==> config.mk <==
export PLATFORM = sky130hd
export DESIGN_NAME = serial_comm_register_interface
export DESIGN_NICKNAME = d
export VERILOG_FILES = /design/src/serial_comm_pkg.sv /design/src/serial_comm_register_interface.sv /design/src/sticky_flag.sv
export SDC_FILE = /design/constraint.sdc
export NUM_CORES = 1
export LEC_CHECK = 0
export ABC_CLOCK_PERIOD_IN_PS = 3000
export BUFFER_PORTS_ARGS = -buffer_cell sky130_fd_sc_hd__clkbuf_2
export CAP_MARGIN = 20
export CORE_UTILIZATION = 45
export DETAILED_ROUTE_END_ITERATION = 8
export HOLD_SLACK_MARGIN = 0.03
export PLACE_DENSITY_LB_ADDON = 0.2
export SYNTH_ARGS = -nofsm -noshare
export SYNTH_HDL_FRONTEND = slang
export SYNTH_HIERARCHICAL = 1
export SYNTH_SLANG_ARGS = --single-unit
==> constraint.sdc <==
create_clock -name CLOCK -period 3 [get_ports CLOCK]
set_clock_uncertainty 0.15 [all_clocks]
set_input_delay 0.3 -clock CLOCK [delete_from_list [all_inputs] [get_ports CLOCK]]
set_output_delay 0.3 -clock CLOCK [all_outputs]
set_load 0.01 [all_outputs]
==> src/serial_comm_pkg.sv <==
package serial_comm_pkg;
   // Register indices; the bus byte address is four times the index
   localparam logic [7:0] IDX_RX_CNT_PTR = 8'hF0;
   localparam logic [7:0] IDX_RX_ADR_PTR = 8'hF1;
   localparam logic [7:0] IDX_TX_CNT_PTR = 8'hF2;
   localparam logic [7:0] IDX_TX_ADR_PTR = 8'hF3;
   localparam logic [7:0] IDX_VECTOR = 8'hF4;
   localparam logic [7:0] IDX_COMPARE = 8'hF5;
   localparam logic [7:0] IDX_MASK = 8'hF6;
   localparam logic [7:0] IDX_STATUS = 8'hF7;
   localparam logic [7:0] IDX_BUFFER = 8'hF8;
   localparam int ADDR_W = 12;
   // Values after reset (undefined in hardware, chosen as zero)
   localparam logic [7:0] REG_RESET = 8'h00;
   localparam logic [4:0] ENABLE_RESET = 5'h00;
   localparam logic [4:0] VBASE_RESET = 5'h00;
   localparam logic FLAG_RESET = 1'b0;
   // Interrupt mask field positions
   localparam int MASK_TX_SRC_SEL = 7;
   localparam int MASK_RX_EOB = 6;
   localparam int MASK_TX_EOB = 5;
   localparam int MASK_RX_ERR = 4;
   localparam int MASK_RX_ADDR = 3;
   localparam int MASK_RX_BRK = 2;
   localparam int MASK_RX_DATA = 1;
   localparam int MASK_TX_DATA = 0;
   // Status field positions; end-of-block flags follow in the flag vector
   localparam int ST_OVERRUN = 7;
   localparam int ST_FRAMING = 6;
   localparam int ST_PARITY = 5;
   localparam int ST_ADDR = 4;
   localparam int ST_BREAK = 3;
   localparam int ST_RX_DATA = 2;
   localparam int ST_TX_BUF = 1;
   localparam int ST_TX_SHIFT = 0;
   localparam int FLAG_TX_EOB = 8;
   localparam int FLAG_RX_EOB = 9;
   localparam int NUM_FLAGS = 10;
   // Encoded interrupt source in vector bits 2:1
   localparam logic [1:0] SRC_RX_ERROR = 2'h0;
   localparam logic [1:0] SRC_BREAK_ADDR = 2'h1;
   localparam logic [1:0] SRC_RX_DATA = 2'h2;
   localparam logic [1:0] SRC_TX = 2'h3;
   // Upper-bit fill for 5, 6, 7 and 8 bit words
   localparam logic [7:0] FILL_5 = 8'hE0;
   localparam logic [7:0] FILL_6 = 8'hC0;
   localparam logic [7:0] FILL_7 = 8'h80;
   localparam logic [7:0] FILL_8 = 8'h00;
   localparam logic [1:0] RESP_OKAY = 2'h0;
   localparam logic [1:0] RESP_SLVERR = 2'h2;
   // Address event selection from the enable and mode bits
   typedef enum logic [1:0] {AMODE_NINTH, AMODE_MATCH, AMODE_MATCH_NINTH,
      AMODE_AFTER_BREAK} addr_mode_type;
endpackage

==> src/serial_comm_register_interface.sv <==
// Implementation choice: the AXI4-Lite register port.
`timescale 1ns/1ps
`default_nettype none
// Contract
// - Rx counter pointer: bits 7:1 counter location, bit 0 picks regfile over memory.
// - Rx address pointer: bits 7:1 pointer location, bit 0 picks address extension.
// - Tx counter pointer: bits 7:1 counter location, bit 0 picks regfile source.
// - Tx address pointer: bits 7:1 pointer location, bit 0 picks address extension.
// - Vector base is written in bits 7:3; bit 0 always reads zero.
// - Vector bits 2:1 encode the active interrupt source.
// - In character search mode, received words compare with the compare register; match sets pending.
// - After an address match every following data word reaches the receive buffer.
// - Mask bit 7 picks buffer-empty or shift-empty as transmit source.
// - DMA block ends set end-of-block flags; only software clears them.
// - Mask bits 4, 3, 2 enable error, address and break interrupts.
// - Mask bits 1 and 0 gate data interrupts, never DMA requests.
// - Overrun flag sets when a word lands before the previous was read.
// - Framing flag sets when a word lacks a valid stop bit.
// - Framing error during address monitoring still delivers the word and interrupts.
// - Parity flag sets when the received parity bit is wrong.
// - Address pending flag sets on the selected address event.
// - Break pending sets when the input stays low a whole word.
// - Data pending sets whenever a word enters the receive buffer.
// - Buffer-empty and shift-empty flags set on their empty events.
// - Software may clear status flags but never set them.
// - Word end moves data to the buffer; short formats read ones above.
// - Buffer write loads transmit buffer, moved to shifter when free.
// - Enable and mode bits select the address event among four kinds.
module serial_comm_register_interface (
   // Clock, reset and freeze
   input wire logic CLOCK,
   input wire logic RST_B,
   input wire logic CE,
   // AXI4-Lite write channels
   input wire logic [serial_comm_pkg::ADDR_W-1:0] AWADDR,
   input wire logic AWVALID,
   output logic AWREADY,
   input wire logic [31:0] WDATA,
   input wire logic [3:0] WSTRB,
   input wire logic WVALID,
   output logic WREADY,
   output logic [1:0] BRESP,
   output logic BVALID,
   input wire logic BREADY,
   // AXI4-Lite read channels
   input wire logic [serial_comm_pkg::ADDR_W-1:0] ARADDR,
   input wire logic ARVALID,
   output logic ARREADY,
   output logic [31:0] RDATA,
   output logic [1:0] RRESP,
   output logic RVALID,
   input wire logic RREADY,
   // Receive shift side
   input wire logic RX_WORD_DONE,
   input wire logic [7:0] RX_WORD,
   input wire logic RX_NINTH_BIT,
   input wire logic RX_STOP_BAD,
   input wire logic RX_PARITY_BAD,
   input wire logic RX_BREAK_SEEN,
   // Character format settings
   input wire logic ADDRESS_MODE_ENABLE,
   input wire logic ADDRESS_MODE_SELECT,
   input wire logic ADDRESS_FILTER_ON,
   input wire logic [1:0] WORD_LENGTH,
   // Transmit shift side
   input wire logic TX_SHIFT_BUSY,
   input wire logic TX_SHIFT_DONE,
   output logic TX_LOAD,
   output logic [7:0] TX_DATA,
   // DMA side
   input wire logic RX_DMA_ENABLE,
   input wire logic TX_DMA_ENABLE,
   input wire logic RX_DMA_END,
   input wire logic TX_DMA_END,
   output logic RX_DMA_REQ,
   output logic TX_DMA_REQ,
   output logic [6:0] RX_COUNTER_LOC,
   output logic RX_REGFILE_MEMORY_SELECT,
   output logic [6:0] RX_POINTER_LOC,
   output logic RX_POINTER_EXTENSION_SELECT,
   output logic [6:0] TX_COUNTER_LOC,
   output logic TX_REGFILE_MEMORY_SELECT,
   output logic [6:0] TX_POINTER_LOC,
   output logic TX_POINTER_EXTENSION_SELECT,
   // Interrupt request to the controller
   output logic INT_REQ,
   output logic [7:0] INT_VECTOR
);
   import serial_comm_pkg::*;

   logic [ADDR_W-1:0] aw_addr_r;
   logic aw_held_r;
   logic [7:0] w_data_r;
   logic w_strb_r;
   logic w_held_r;
   logic bvalid_r;
   logic [1:0] bresp_r;
   logic rvalid_r;
   logic [1:0] rresp_r;
   logic [7:0] rdata_r;
   logic [7:0] rx_cnt_ptr_r;
   logic [7:0] rx_adr_ptr_r;
   logic [7:0] tx_cnt_ptr_r;
   logic [7:0] tx_adr_ptr_r;
   logic [4:0] vbase_r;
   logic [7:0] compare_r;
   logic tx_src_sel_r;
   logic [4:0] irq_enable_r;
   logic [7:0] rx_buffer_r;
   logic unread_r;
   logic [7:0] tx_buffer_r;
   logic tx_full_r;
   logic tx_load_r;
   logic [7:0] tx_data_r;
   logic selected_r;
   logic after_break_r;
   logic int_req_r;
   logic [7:0] int_vector_r;
   logic [NUM_FLAGS-1:0] flag_set;
   logic [NUM_FLAGS-1:0] flag_clr;
   logic [NUM_FLAGS-1:0] flags;
   logic [7:0] status;
   addr_mode_type addr_mode;
   logic is_addr_word;
   logic mode_hit;

   // Write path decode
   wire [7:0] wr_idx = aw_addr_r[9:2];
   wire wr_mapped = (aw_addr_r[11:10] == 2'h0) && (wr_idx >= IDX_RX_CNT_PTR)
      && (wr_idx <= IDX_BUFFER);
   wire wr_go = CE & aw_held_r & w_held_r & ~bvalid_r;
   wire wr_en = wr_go & wr_mapped & w_strb_r;
   wire wr_status = wr_en && (wr_idx == IDX_STATUS);
   wire wr_mask = wr_en && (wr_idx == IDX_MASK);
   wire wr_tx_buf = wr_en && (wr_idx == IDX_BUFFER);

   // Read path decode, answered on the edge that takes the address
   wire [7:0] rd_idx = ARADDR[9:2];
   wire rd_mapped = (ARADDR[11:10] == 2'h0) && (rd_idx >= IDX_RX_CNT_PTR)
      && (rd_idx <= IDX_BUFFER);
   wire rd_go = ARVALID & ARREADY;
   wire rd_rx_buf = rd_go && rd_mapped && (rd_idx == IDX_BUFFER);

   // Handshakes; gated by the enable so nothing is taken while frozen
   assign AWREADY = CE & ~aw_held_r;
   assign WREADY = CE & ~w_held_r;
   assign ARREADY = CE & ~rvalid_r;
   assign BVALID = bvalid_r;
   assign BRESP = bresp_r;
   assign RVALID = rvalid_r;
   assign RRESP = rresp_r;
   assign RDATA = {24'h000000, rdata_r};

   // Write address and data may come in either order
   always_ff @(posedge CLOCK or negedge RST_B) begin
      if (!RST_B) begin
         aw_held_r <= 1'b0;
         aw_addr_r <= '0;
         w_held_r <= 1'b0;
         w_data_r <= REG_RESET;
         w_strb_r <= 1'b0;
      end else if (CE) begin
         if (AWVALID && !aw_held_r) begin
            aw_held_r <= 1'b1;
            aw_addr_r <= AWADDR;
         end else if (wr_go) begin
            aw_held_r <= 1'b0;
         end
         if (WVALID && !w_held_r) begin
            w_held_r <= 1'b1;
            w_data_r <= WDATA[7:0];
            w_strb_r <= WSTRB[0];
         end else if (wr_go) begin
            w_held_r <= 1'b0;
         end
      end
   end

   // Write response; unmapped addresses answer with a slave error
   always_ff @(posedge CLOCK or negedge RST_B) begin
      if (!RST_B) begin
         bvalid_r <= 1'b0;
         bresp_r <= RESP_OKAY;
      end else if (CE) begin
         if (wr_go) begin
            bvalid_r <= 1'b1;
            bresp_r <= wr_mapped ? RESP_OKAY : RESP_SLVERR;
         end else if (BREADY) begin
            bvalid_r <= 1'b0;
         end
      end
   end

   // Read return word, with the vector built from live source code
   logic [1:0] src_code;
   wire [7:0] vector_word = {vbase_r, src_code, 1'b0};
   wire [7:0] mask_word = {tx_src_sel_r, flags[FLAG_RX_EOB], flags[FLAG_TX_EOB],
      irq_enable_r};
   wire [7:0] rd_word =
      (rd_idx == IDX_RX_CNT_PTR) ? rx_cnt_ptr_r :
      (rd_idx == IDX_RX_ADR_PTR) ? rx_adr_ptr_r :
      (rd_idx == IDX_TX_CNT_PTR) ? tx_cnt_ptr_r :
      (rd_idx == IDX_TX_ADR_PTR) ? tx_adr_ptr_r :
      (rd_idx == IDX_VECTOR) ? vector_word :
      (rd_idx == IDX_COMPARE) ? compare_r :
      (rd_idx == IDX_MASK) ? mask_word :
      (rd_idx == IDX_STATUS) ? status :
      (rd_idx == IDX_BUFFER) ? rx_buffer_r : REG_RESET;

   always_ff @(posedge CLOCK or negedge RST_B) begin
      if (!RST_B) begin
         rvalid_r <= 1'b0;
         rresp_r <= RESP_OKAY;
         rdata_r <= REG_RESET;
      end else if (CE) begin
         if (rd_go) begin
            rvalid_r <= 1'b1;
            rresp_r <= rd_mapped ? RESP_OKAY : RESP_SLVERR;
            rdata_r <= rd_mapped ? rd_word : REG_RESET;
         end else if (RREADY) begin
            rvalid_r <= 1'b0;
         end
      end
   end

   // Plain software registers; DMA pointers steer the DMA unit directly
   always_ff @(posedge CLOCK or negedge RST_B) begin
      if (!RST_B) begin
         rx_cnt_ptr_r <= REG_RESET;
         rx_adr_ptr_r <= REG_RESET;
         tx_cnt_ptr_r <= REG_RESET;
         tx_adr_ptr_r <= REG_RESET;
         vbase_r <= VBASE_RESET;
         compare_r <= REG_RESET;
         tx_src_sel_r <= 1'b0;
         irq_enable_r <= ENABLE_RESET;
      end else if (wr_en) begin
         if (wr_idx == IDX_RX_CNT_PTR) rx_cnt_ptr_r <= w_data_r;
         if (wr_idx == IDX_RX_ADR_PTR) rx_adr_ptr_r <= w_data_r;
         if (wr_idx == IDX_TX_CNT_PTR) tx_cnt_ptr_r <= w_data_r;
         if (wr_idx == IDX_TX_ADR_PTR) tx_adr_ptr_r <= w_data_r;
         if (wr_idx == IDX_VECTOR) vbase_r <= w_data_r[7:3];
         if (wr_idx == IDX_COMPARE) compare_r <= w_data_r;
         if (wr_mask) begin
            tx_src_sel_r <= w_data_r[MASK_TX_SRC_SEL];
            irq_enable_r <= w_data_r[4:0];
         end
      end
   end

   assign RX_COUNTER_LOC = rx_cnt_ptr_r[7:1];
   assign RX_REGFILE_MEMORY_SELECT = rx_cnt_ptr_r[0];
   assign RX_POINTER_LOC = rx_adr_ptr_r[7:1];
   assign RX_POINTER_EXTENSION_SELECT = rx_adr_ptr_r[0];
   assign TX_COUNTER_LOC = tx_cnt_ptr_r[7:1];
   assign TX_REGFILE_MEMORY_SELECT = tx_cnt_ptr_r[0];
   assign TX_POINTER_LOC = tx_adr_ptr_r[7:1];
   assign TX_POINTER_EXTENSION_SELECT = tx_adr_ptr_r[0];

   // Address event selection
   assign addr_mode = addr_mode_type'({ADDRESS_MODE_ENABLE, ADDRESS_MODE_SELECT});
   wire char_eq = (RX_WORD == compare_r);
   always_comb begin
      unique case (addr_mode)
         AMODE_NINTH: begin
            is_addr_word = RX_NINTH_BIT;
            mode_hit = RX_NINTH_BIT;
         end
         AMODE_MATCH: begin
            is_addr_word = 1'b0;
            mode_hit = char_eq;
         end
         AMODE_MATCH_NINTH: begin
            is_addr_word = RX_NINTH_BIT;
            mode_hit = RX_NINTH_BIT & char_eq;
         end
         AMODE_AFTER_BREAK: begin
            is_addr_word = after_break_r;
            mode_hit = after_break_r & char_eq;
         end
      endcase
   end

   // Character search never filters; other address modes drop foreign data while the filter is on
   wire word_in = CE & RX_WORD_DONE;
   wire addr_active = ADDRESS_FILTER_ON | (addr_mode == AMODE_MATCH);
   wire filtering = addr_active & (addr_mode != AMODE_MATCH);
   wire monitoring = filtering & ~selected_r;
   wire addr_hit = word_in & addr_active & mode_hit;
   wire deliver = word_in & (~filtering | (selected_r & ~is_addr_word)
      | (monitoring & RX_STOP_BAD));
   wire [7:0] fill = (WORD_LENGTH == 2'h0) ? FILL_5 : (WORD_LENGTH == 2'h1) ? FILL_6 :
      (WORD_LENGTH == 2'h2) ? FILL_7 : FILL_8;

   // Receive buffer, unread tracking and address selection state
   always_ff @(posedge CLOCK or negedge RST_B) begin
      if (!RST_B) begin
         rx_buffer_r <= REG_RESET;
         unread_r <= 1'b0;
         selected_r <= 1'b0;
         after_break_r <= 1'b0;
      end else if (CE) begin
         if (deliver) rx_buffer_r <= RX_WORD | fill;
         unread_r <= deliver | (unread_r & ~rd_rx_buf);
         if (word_in && filtering && is_addr_word) selected_r <= mode_hit;
         if (RX_BREAK_SEEN) begin
            after_break_r <= 1'b1;
         end else if (word_in) begin
            after_break_r <= 1'b0;
         end
      end
   end

   // Transmit buffer; a write in the moving cycle keeps the new byte pending
   wire tx_move = CE & tx_full_r & ~TX_SHIFT_BUSY;
   always_ff @(posedge CLOCK or negedge RST_B) begin
      if (!RST_B) begin
         tx_buffer_r <= REG_RESET;
         tx_full_r <= 1'b0;
         tx_load_r <= 1'b0;
         tx_data_r <= REG_RESET;
      end else if (CE) begin
         tx_load_r <= tx_move;
         if (tx_move) tx_data_r <= tx_buffer_r;
         if (wr_tx_buf) begin
            tx_buffer_r <= w_data_r;
            tx_full_r <= 1'b1;
         end else if (tx_move) begin
            tx_full_r <= 1'b0;
         end
      end
   end
   assign TX_LOAD = tx_load_r;
   assign TX_DATA = tx_data_r;

   // Hardware set events for each flag
   assign flag_set[ST_OVERRUN] = deliver & unread_r;
   assign flag_set[ST_FRAMING] = word_in & RX_STOP_BAD;
   assign flag_set[ST_PARITY] = word_in & RX_PARITY_BAD;
   assign flag_set[ST_ADDR] = addr_hit;
   assign flag_set[ST_BREAK] = CE & RX_BREAK_SEEN;
   assign flag_set[ST_RX_DATA] = deliver;
   assign flag_set[ST_TX_BUF] = tx_move;
   assign flag_set[ST_TX_SHIFT] = CE & TX_SHIFT_DONE;
   assign flag_set[FLAG_TX_EOB] = CE & TX_DMA_END;
   assign flag_set[FLAG_RX_EOB] = CE & RX_DMA_END;

   // Software clears with a zero and cannot set anything
   assign flag_clr[7:0] = wr_status ? ~w_data_r : 8'h00;
   assign flag_clr[FLAG_TX_EOB] = wr_mask & ~w_data_r[MASK_TX_EOB];
   assign flag_clr[FLAG_RX_EOB] = wr_mask & ~w_data_r[MASK_RX_EOB];

   genvar gi;
   generate
      for (gi = 0; gi < NUM_FLAGS; gi++) begin : g_flag
         sticky_flag u_flag (
            .clk(CLOCK),
            .rst_b(RST_B),
            .ce(CE),
            .set_in(flag_set[gi]),
            .clear_in(flag_clr[gi]),
            .flag_out(flags[gi])
         );
      end
   endgenerate
   assign status = flags[7:0];

   // Interrupt sources; in DMA the data and shift events yield to end-of-block
   wire tx_empty_src = tx_src_sel_r ? status[ST_TX_BUF] : status[ST_TX_SHIFT];
   wire rx_errors = status[ST_OVERRUN] | status[ST_FRAMING] | status[ST_PARITY];
   wire err_irq = irq_enable_r[MASK_RX_ERR] & rx_errors;
   wire ab_irq = (irq_enable_r[MASK_RX_ADDR] & status[ST_ADDR])
      | (irq_enable_r[MASK_RX_BRK] & status[ST_BREAK]);
   wire rxd_irq = irq_enable_r[MASK_RX_DATA] & ((status[ST_RX_DATA] & ~RX_DMA_ENABLE)
      | flags[FLAG_RX_EOB]);
   wire txd_irq = irq_enable_r[MASK_TX_DATA] & ((tx_empty_src & ~TX_DMA_ENABLE)
      | flags[FLAG_TX_EOB]);
   assign src_code = err_irq ? SRC_RX_ERROR : ab_irq ? SRC_BREAK_ADDR :
      rxd_irq ? SRC_RX_DATA : SRC_TX;

   // DMA requests ignore the data masks; an error halts receive DMA
   assign RX_DMA_REQ = RX_DMA_ENABLE & status[ST_RX_DATA] & ~rx_errors;
   assign TX_DMA_REQ = TX_DMA_ENABLE & tx_empty_src;

   // Registered request and vector toward the interrupt controller
   always_ff @(posedge CLOCK or negedge RST_B) begin
      if (!RST_B) begin
         int_req_r <= 1'b0;
         int_vector_r <= REG_RESET;
      end else if (CE) begin
         int_req_r <= err_irq | ab_irq | rxd_irq | txd_irq;
         int_vector_r <= vector_word;
      end
   end
   assign INT_REQ = int_req_r;
   assign INT_VECTOR = int_vector_r;
endmodule
`default_nettype wire

==> src/sticky_flag.sv <==
`timescale 1ns/1ps
`default_nettype none
module sticky_flag (
   // Clocking
   input wire logic clk,
   input wire logic rst_b,
   input wire logic ce,
   // Hardware set and software clear
   input wire logic set_in,
   input wire logic clear_in,
   output logic flag_out
);
   import serial_comm_pkg::*;

   logic flag_r;
   logic flag_nxt;

   // Set beats clear so an event in the clearing cycle is kept
   assign flag_nxt = set_in | (flag_r & ~clear_in);
   assign flag_out = flag_r;

   // Holds while the enable is low
   always_ff @(posedge clk or negedge rst_b) begin
      if (!rst_b) begin
         flag_r <= FLAG_RESET;
      end else if (ce) begin
         flag_r <= flag_nxt;
      end
   end
endmodule
`default_nettype wire

==> metrics.cfg <==
[status]
run_status=finished clean

[routing]
routed_wl_mm=17.17
vias=5027
first_pass_iters=4
via_per_inst=5.488
antenna_left=0
wire_per_inst_um=18.74
drtIter0Drc=334
drc=0

[placed_design]
port_buffers=126
hpwl_mm=12.17
preCtsSetupSlack_ps=396.4
routabilityCongestion=0.9108

[clock_tree]
cts_buffers=17
cts_sinks=131
clock-root-buffer=clkbuf_16
htree_num_levels=4
cts_tree=yes
cts.path.max_buffers=2
path_clk_slew_ps=60
cts_setup_buffers=0
worstSkewPairLatency_ps=420

[power_and_ir_drop]
power.share.combinational_pct=10.8
p_int_w=0.003776
p_sw_share_pct=27.15
cellPowerDensity_nw_per_um2=638.2
p_leak_nw=3.919
p_seq_share_pct=45.3
power.share.clock_pct=43.9
p_sw_w=0.001407
peakVddDrop_mv=0.4158

[grt]
track_usage_pct=25.32
grt_pass1_vias=4999
grt_pass1_wl_mm=27.73
grt_max_degree=61
grt_remaining_overflow=0
antenna_found_initial=0

[layout]
layout_commonest_cell=dfrtp_1
fillers=1196
drive_gt1_share_pct=37.36
antenna_cells=0
regArea_sq_um=3278
final_cell_mix=dfrtp_1, clkbuf_2, mux2_2
syn_to_final_growth_pct=26.14
multi_input_area_sq_um=2902
final_nets=816

[min_path]
hold_path_end=rx_buffer_r[1]
hold_depth=2
min_path_type=in2reg
hold_path_startpoint=RX_WORD[1]

[die]
die_area_sq_um=14790
initial_core_util_pct=46.21
core_sq_um=13930
rows=43
fp.dieH_um=121.6
ios=185
die_w_um=121.6

[logic_synthesis]
synthArstFlopShare_pct=100.0
ys_warn_count=6
ys_ff_latch=131
synthFlopType=dfrtp_1
syn_area_per_cell_sq_um=11.36
yosys.cell_types.count=57
seq_area_frac_synth_pct=50.91
netlist.area_leader.share_pct=50.91
netlist_area_sq_um=6439
synth_cells=567
synth_area_leaders=dfrtp_1, mux2_2, nand2_1
synth_edf_count=0
post-synth-top-area-cell=dfrtp_1

[timing]
drv_slew=0
max_slew_margin_pct=49.73
hold_viol_final=0
fmax_mhz=382.0
setup_viol=0
max_slew.worst_pin.slew_ps=743.5
finalWorstSetupSlack_ps=381.9
period_needed_ps=2618
rsz0062_at_grt=false
tns_ps=0
finalCritPeriodShare_pct=87.27

[setup_path]
critPathBufInv=0
critPathLaunchType=flop
crit_required_ps=3150
max_stage_delay_ps=590
endpoint_kind=flop
cp.arrival_ps=2770
r2r_setup_slack_ps=380
critPathSlowestCell=or4b_4
r2r_cells=5
critPathKind=reg2reg
critPathMaxFanout=8
worstReg2RegStart=aw_addr_r[8]
cp_cell_sequence=nand4_1 -> or3_1 -> or4b_4 -> nor3_4 -> mux2_2
r2r-end=rx_adr_ptr_r[2]
cp_top_family=simple AND/OR/NAND/NOR gates

[job]
maxCapViolations=0

## power by group through the flow
stage | registers, W | logic [W] | clock network [W]
global route | 0.00237 | 0.000627 | 0.00238
CTS | 0.00234 | 0.000565 | 0.00230
detailed placement | 0.00237 | 0.000532 | 0
finish | 0.00235 | 0.000562 | 0.00227
global placement | 0.00235 | 0.000515 | 0
floorplan | 0.00210 | 0.000484 | 0
## cells by family after synthesis
kind of cell	after synthesis	share of synthesized area (%)
multiplexers	109	19.26
flip-flops	131	50.91
AO/OA/AOI/OAI	95	10.53
buffers and inverters	67	5.538
XOR/XNOR	8	1.088
AND/OR/NAND/NOR	156	12.61
other	1	0.05824
## how the worst max path moves through the flow
stage            startpoint         endpoint  slack, ps  cells after the start
2_1_floorplan        BVALID  rx_adr_ptr_r[0]        690                      6
3_3_place_gp   aw_addr_r[8]  rx_adr_ptr_r[5]        380                      5
3_5_place_dp   aw_addr_r[8]  rx_adr_ptr_r[2]        400                      5
4_1_cts        aw_addr_r[8]  rx_adr_ptr_r[2]        380                      5
5_1_grt        aw_addr_r[9]  rx_adr_ptr_r[2]        270                      5
6_report       aw_addr_r[8]  rx_adr_ptr_r[2]        380                      5
## layer usage
layer	vias up	wire [um]	global-route usage [%]
met2	191	8087	39.95
met1	2497	7671	34.30
li1	2320	-	-
met5	-	0	0
met4	0	280	8.873
met3	19	1129	5.805
## timing repair
action	4_1_cts	5_1_grt
hold buffers	29	0
endpoints found under the hold margin	63	0
gates resized for setup	0	0
## Yosys cell counts, types with 6 or more instances
library cell and number:
a21oi_1 17, a221oi_1 7, a22o_1 12, buf_1 8, buf_4 27, clkbuf_1 16
dfrtp_1 131, inv_1 12, mux2_2 99, mux2i_1 8, nand2_1 56, nand2b_1 6
nand3b_1 6, nand4_1 6, nor2_1 32, nor2b_1 9, nor3_1 6, nor4_1 6
o211ai_1 8, o21ai_0 15, o21bai_1 6, xnor2_1 8
## stage by stage
| step | total power, W | cells | cell area, sq um | util (%) | hold slack, ps |
|---|---|---|---|---|---|
| after floorplan | 0.002583 | 593 | 6536 | - | -145.6 |
| after global placement | 0.002861 | 856 | 7182 | 51.54 | 140.7 |
| after detailed placement | 0.002901 | 856 | 7182 | 51.54 | 154.1 |
| after CTS | 0.005198 | 916 | 8122 | 58.28 | 37.39 |
| after global routing | 0.005383 | 916 | 8122 | 58.28 | 48.23 |
| final | 0.005184 | 916 | 8122 | 58.28 | 47.36 |
## cell type report
class / count / area share (%)
flip-flops and latches: 131 / 40.36
multi-input cells: 395 / 35.73
repair buffers: 166 / 12.54
clock buffers: 21 / 5.793
well taps: 180 / 2.773
clock inverters: 10 / 2.203
inverters: 13 / 0.6008
Power figures use the tool's default switching activity.
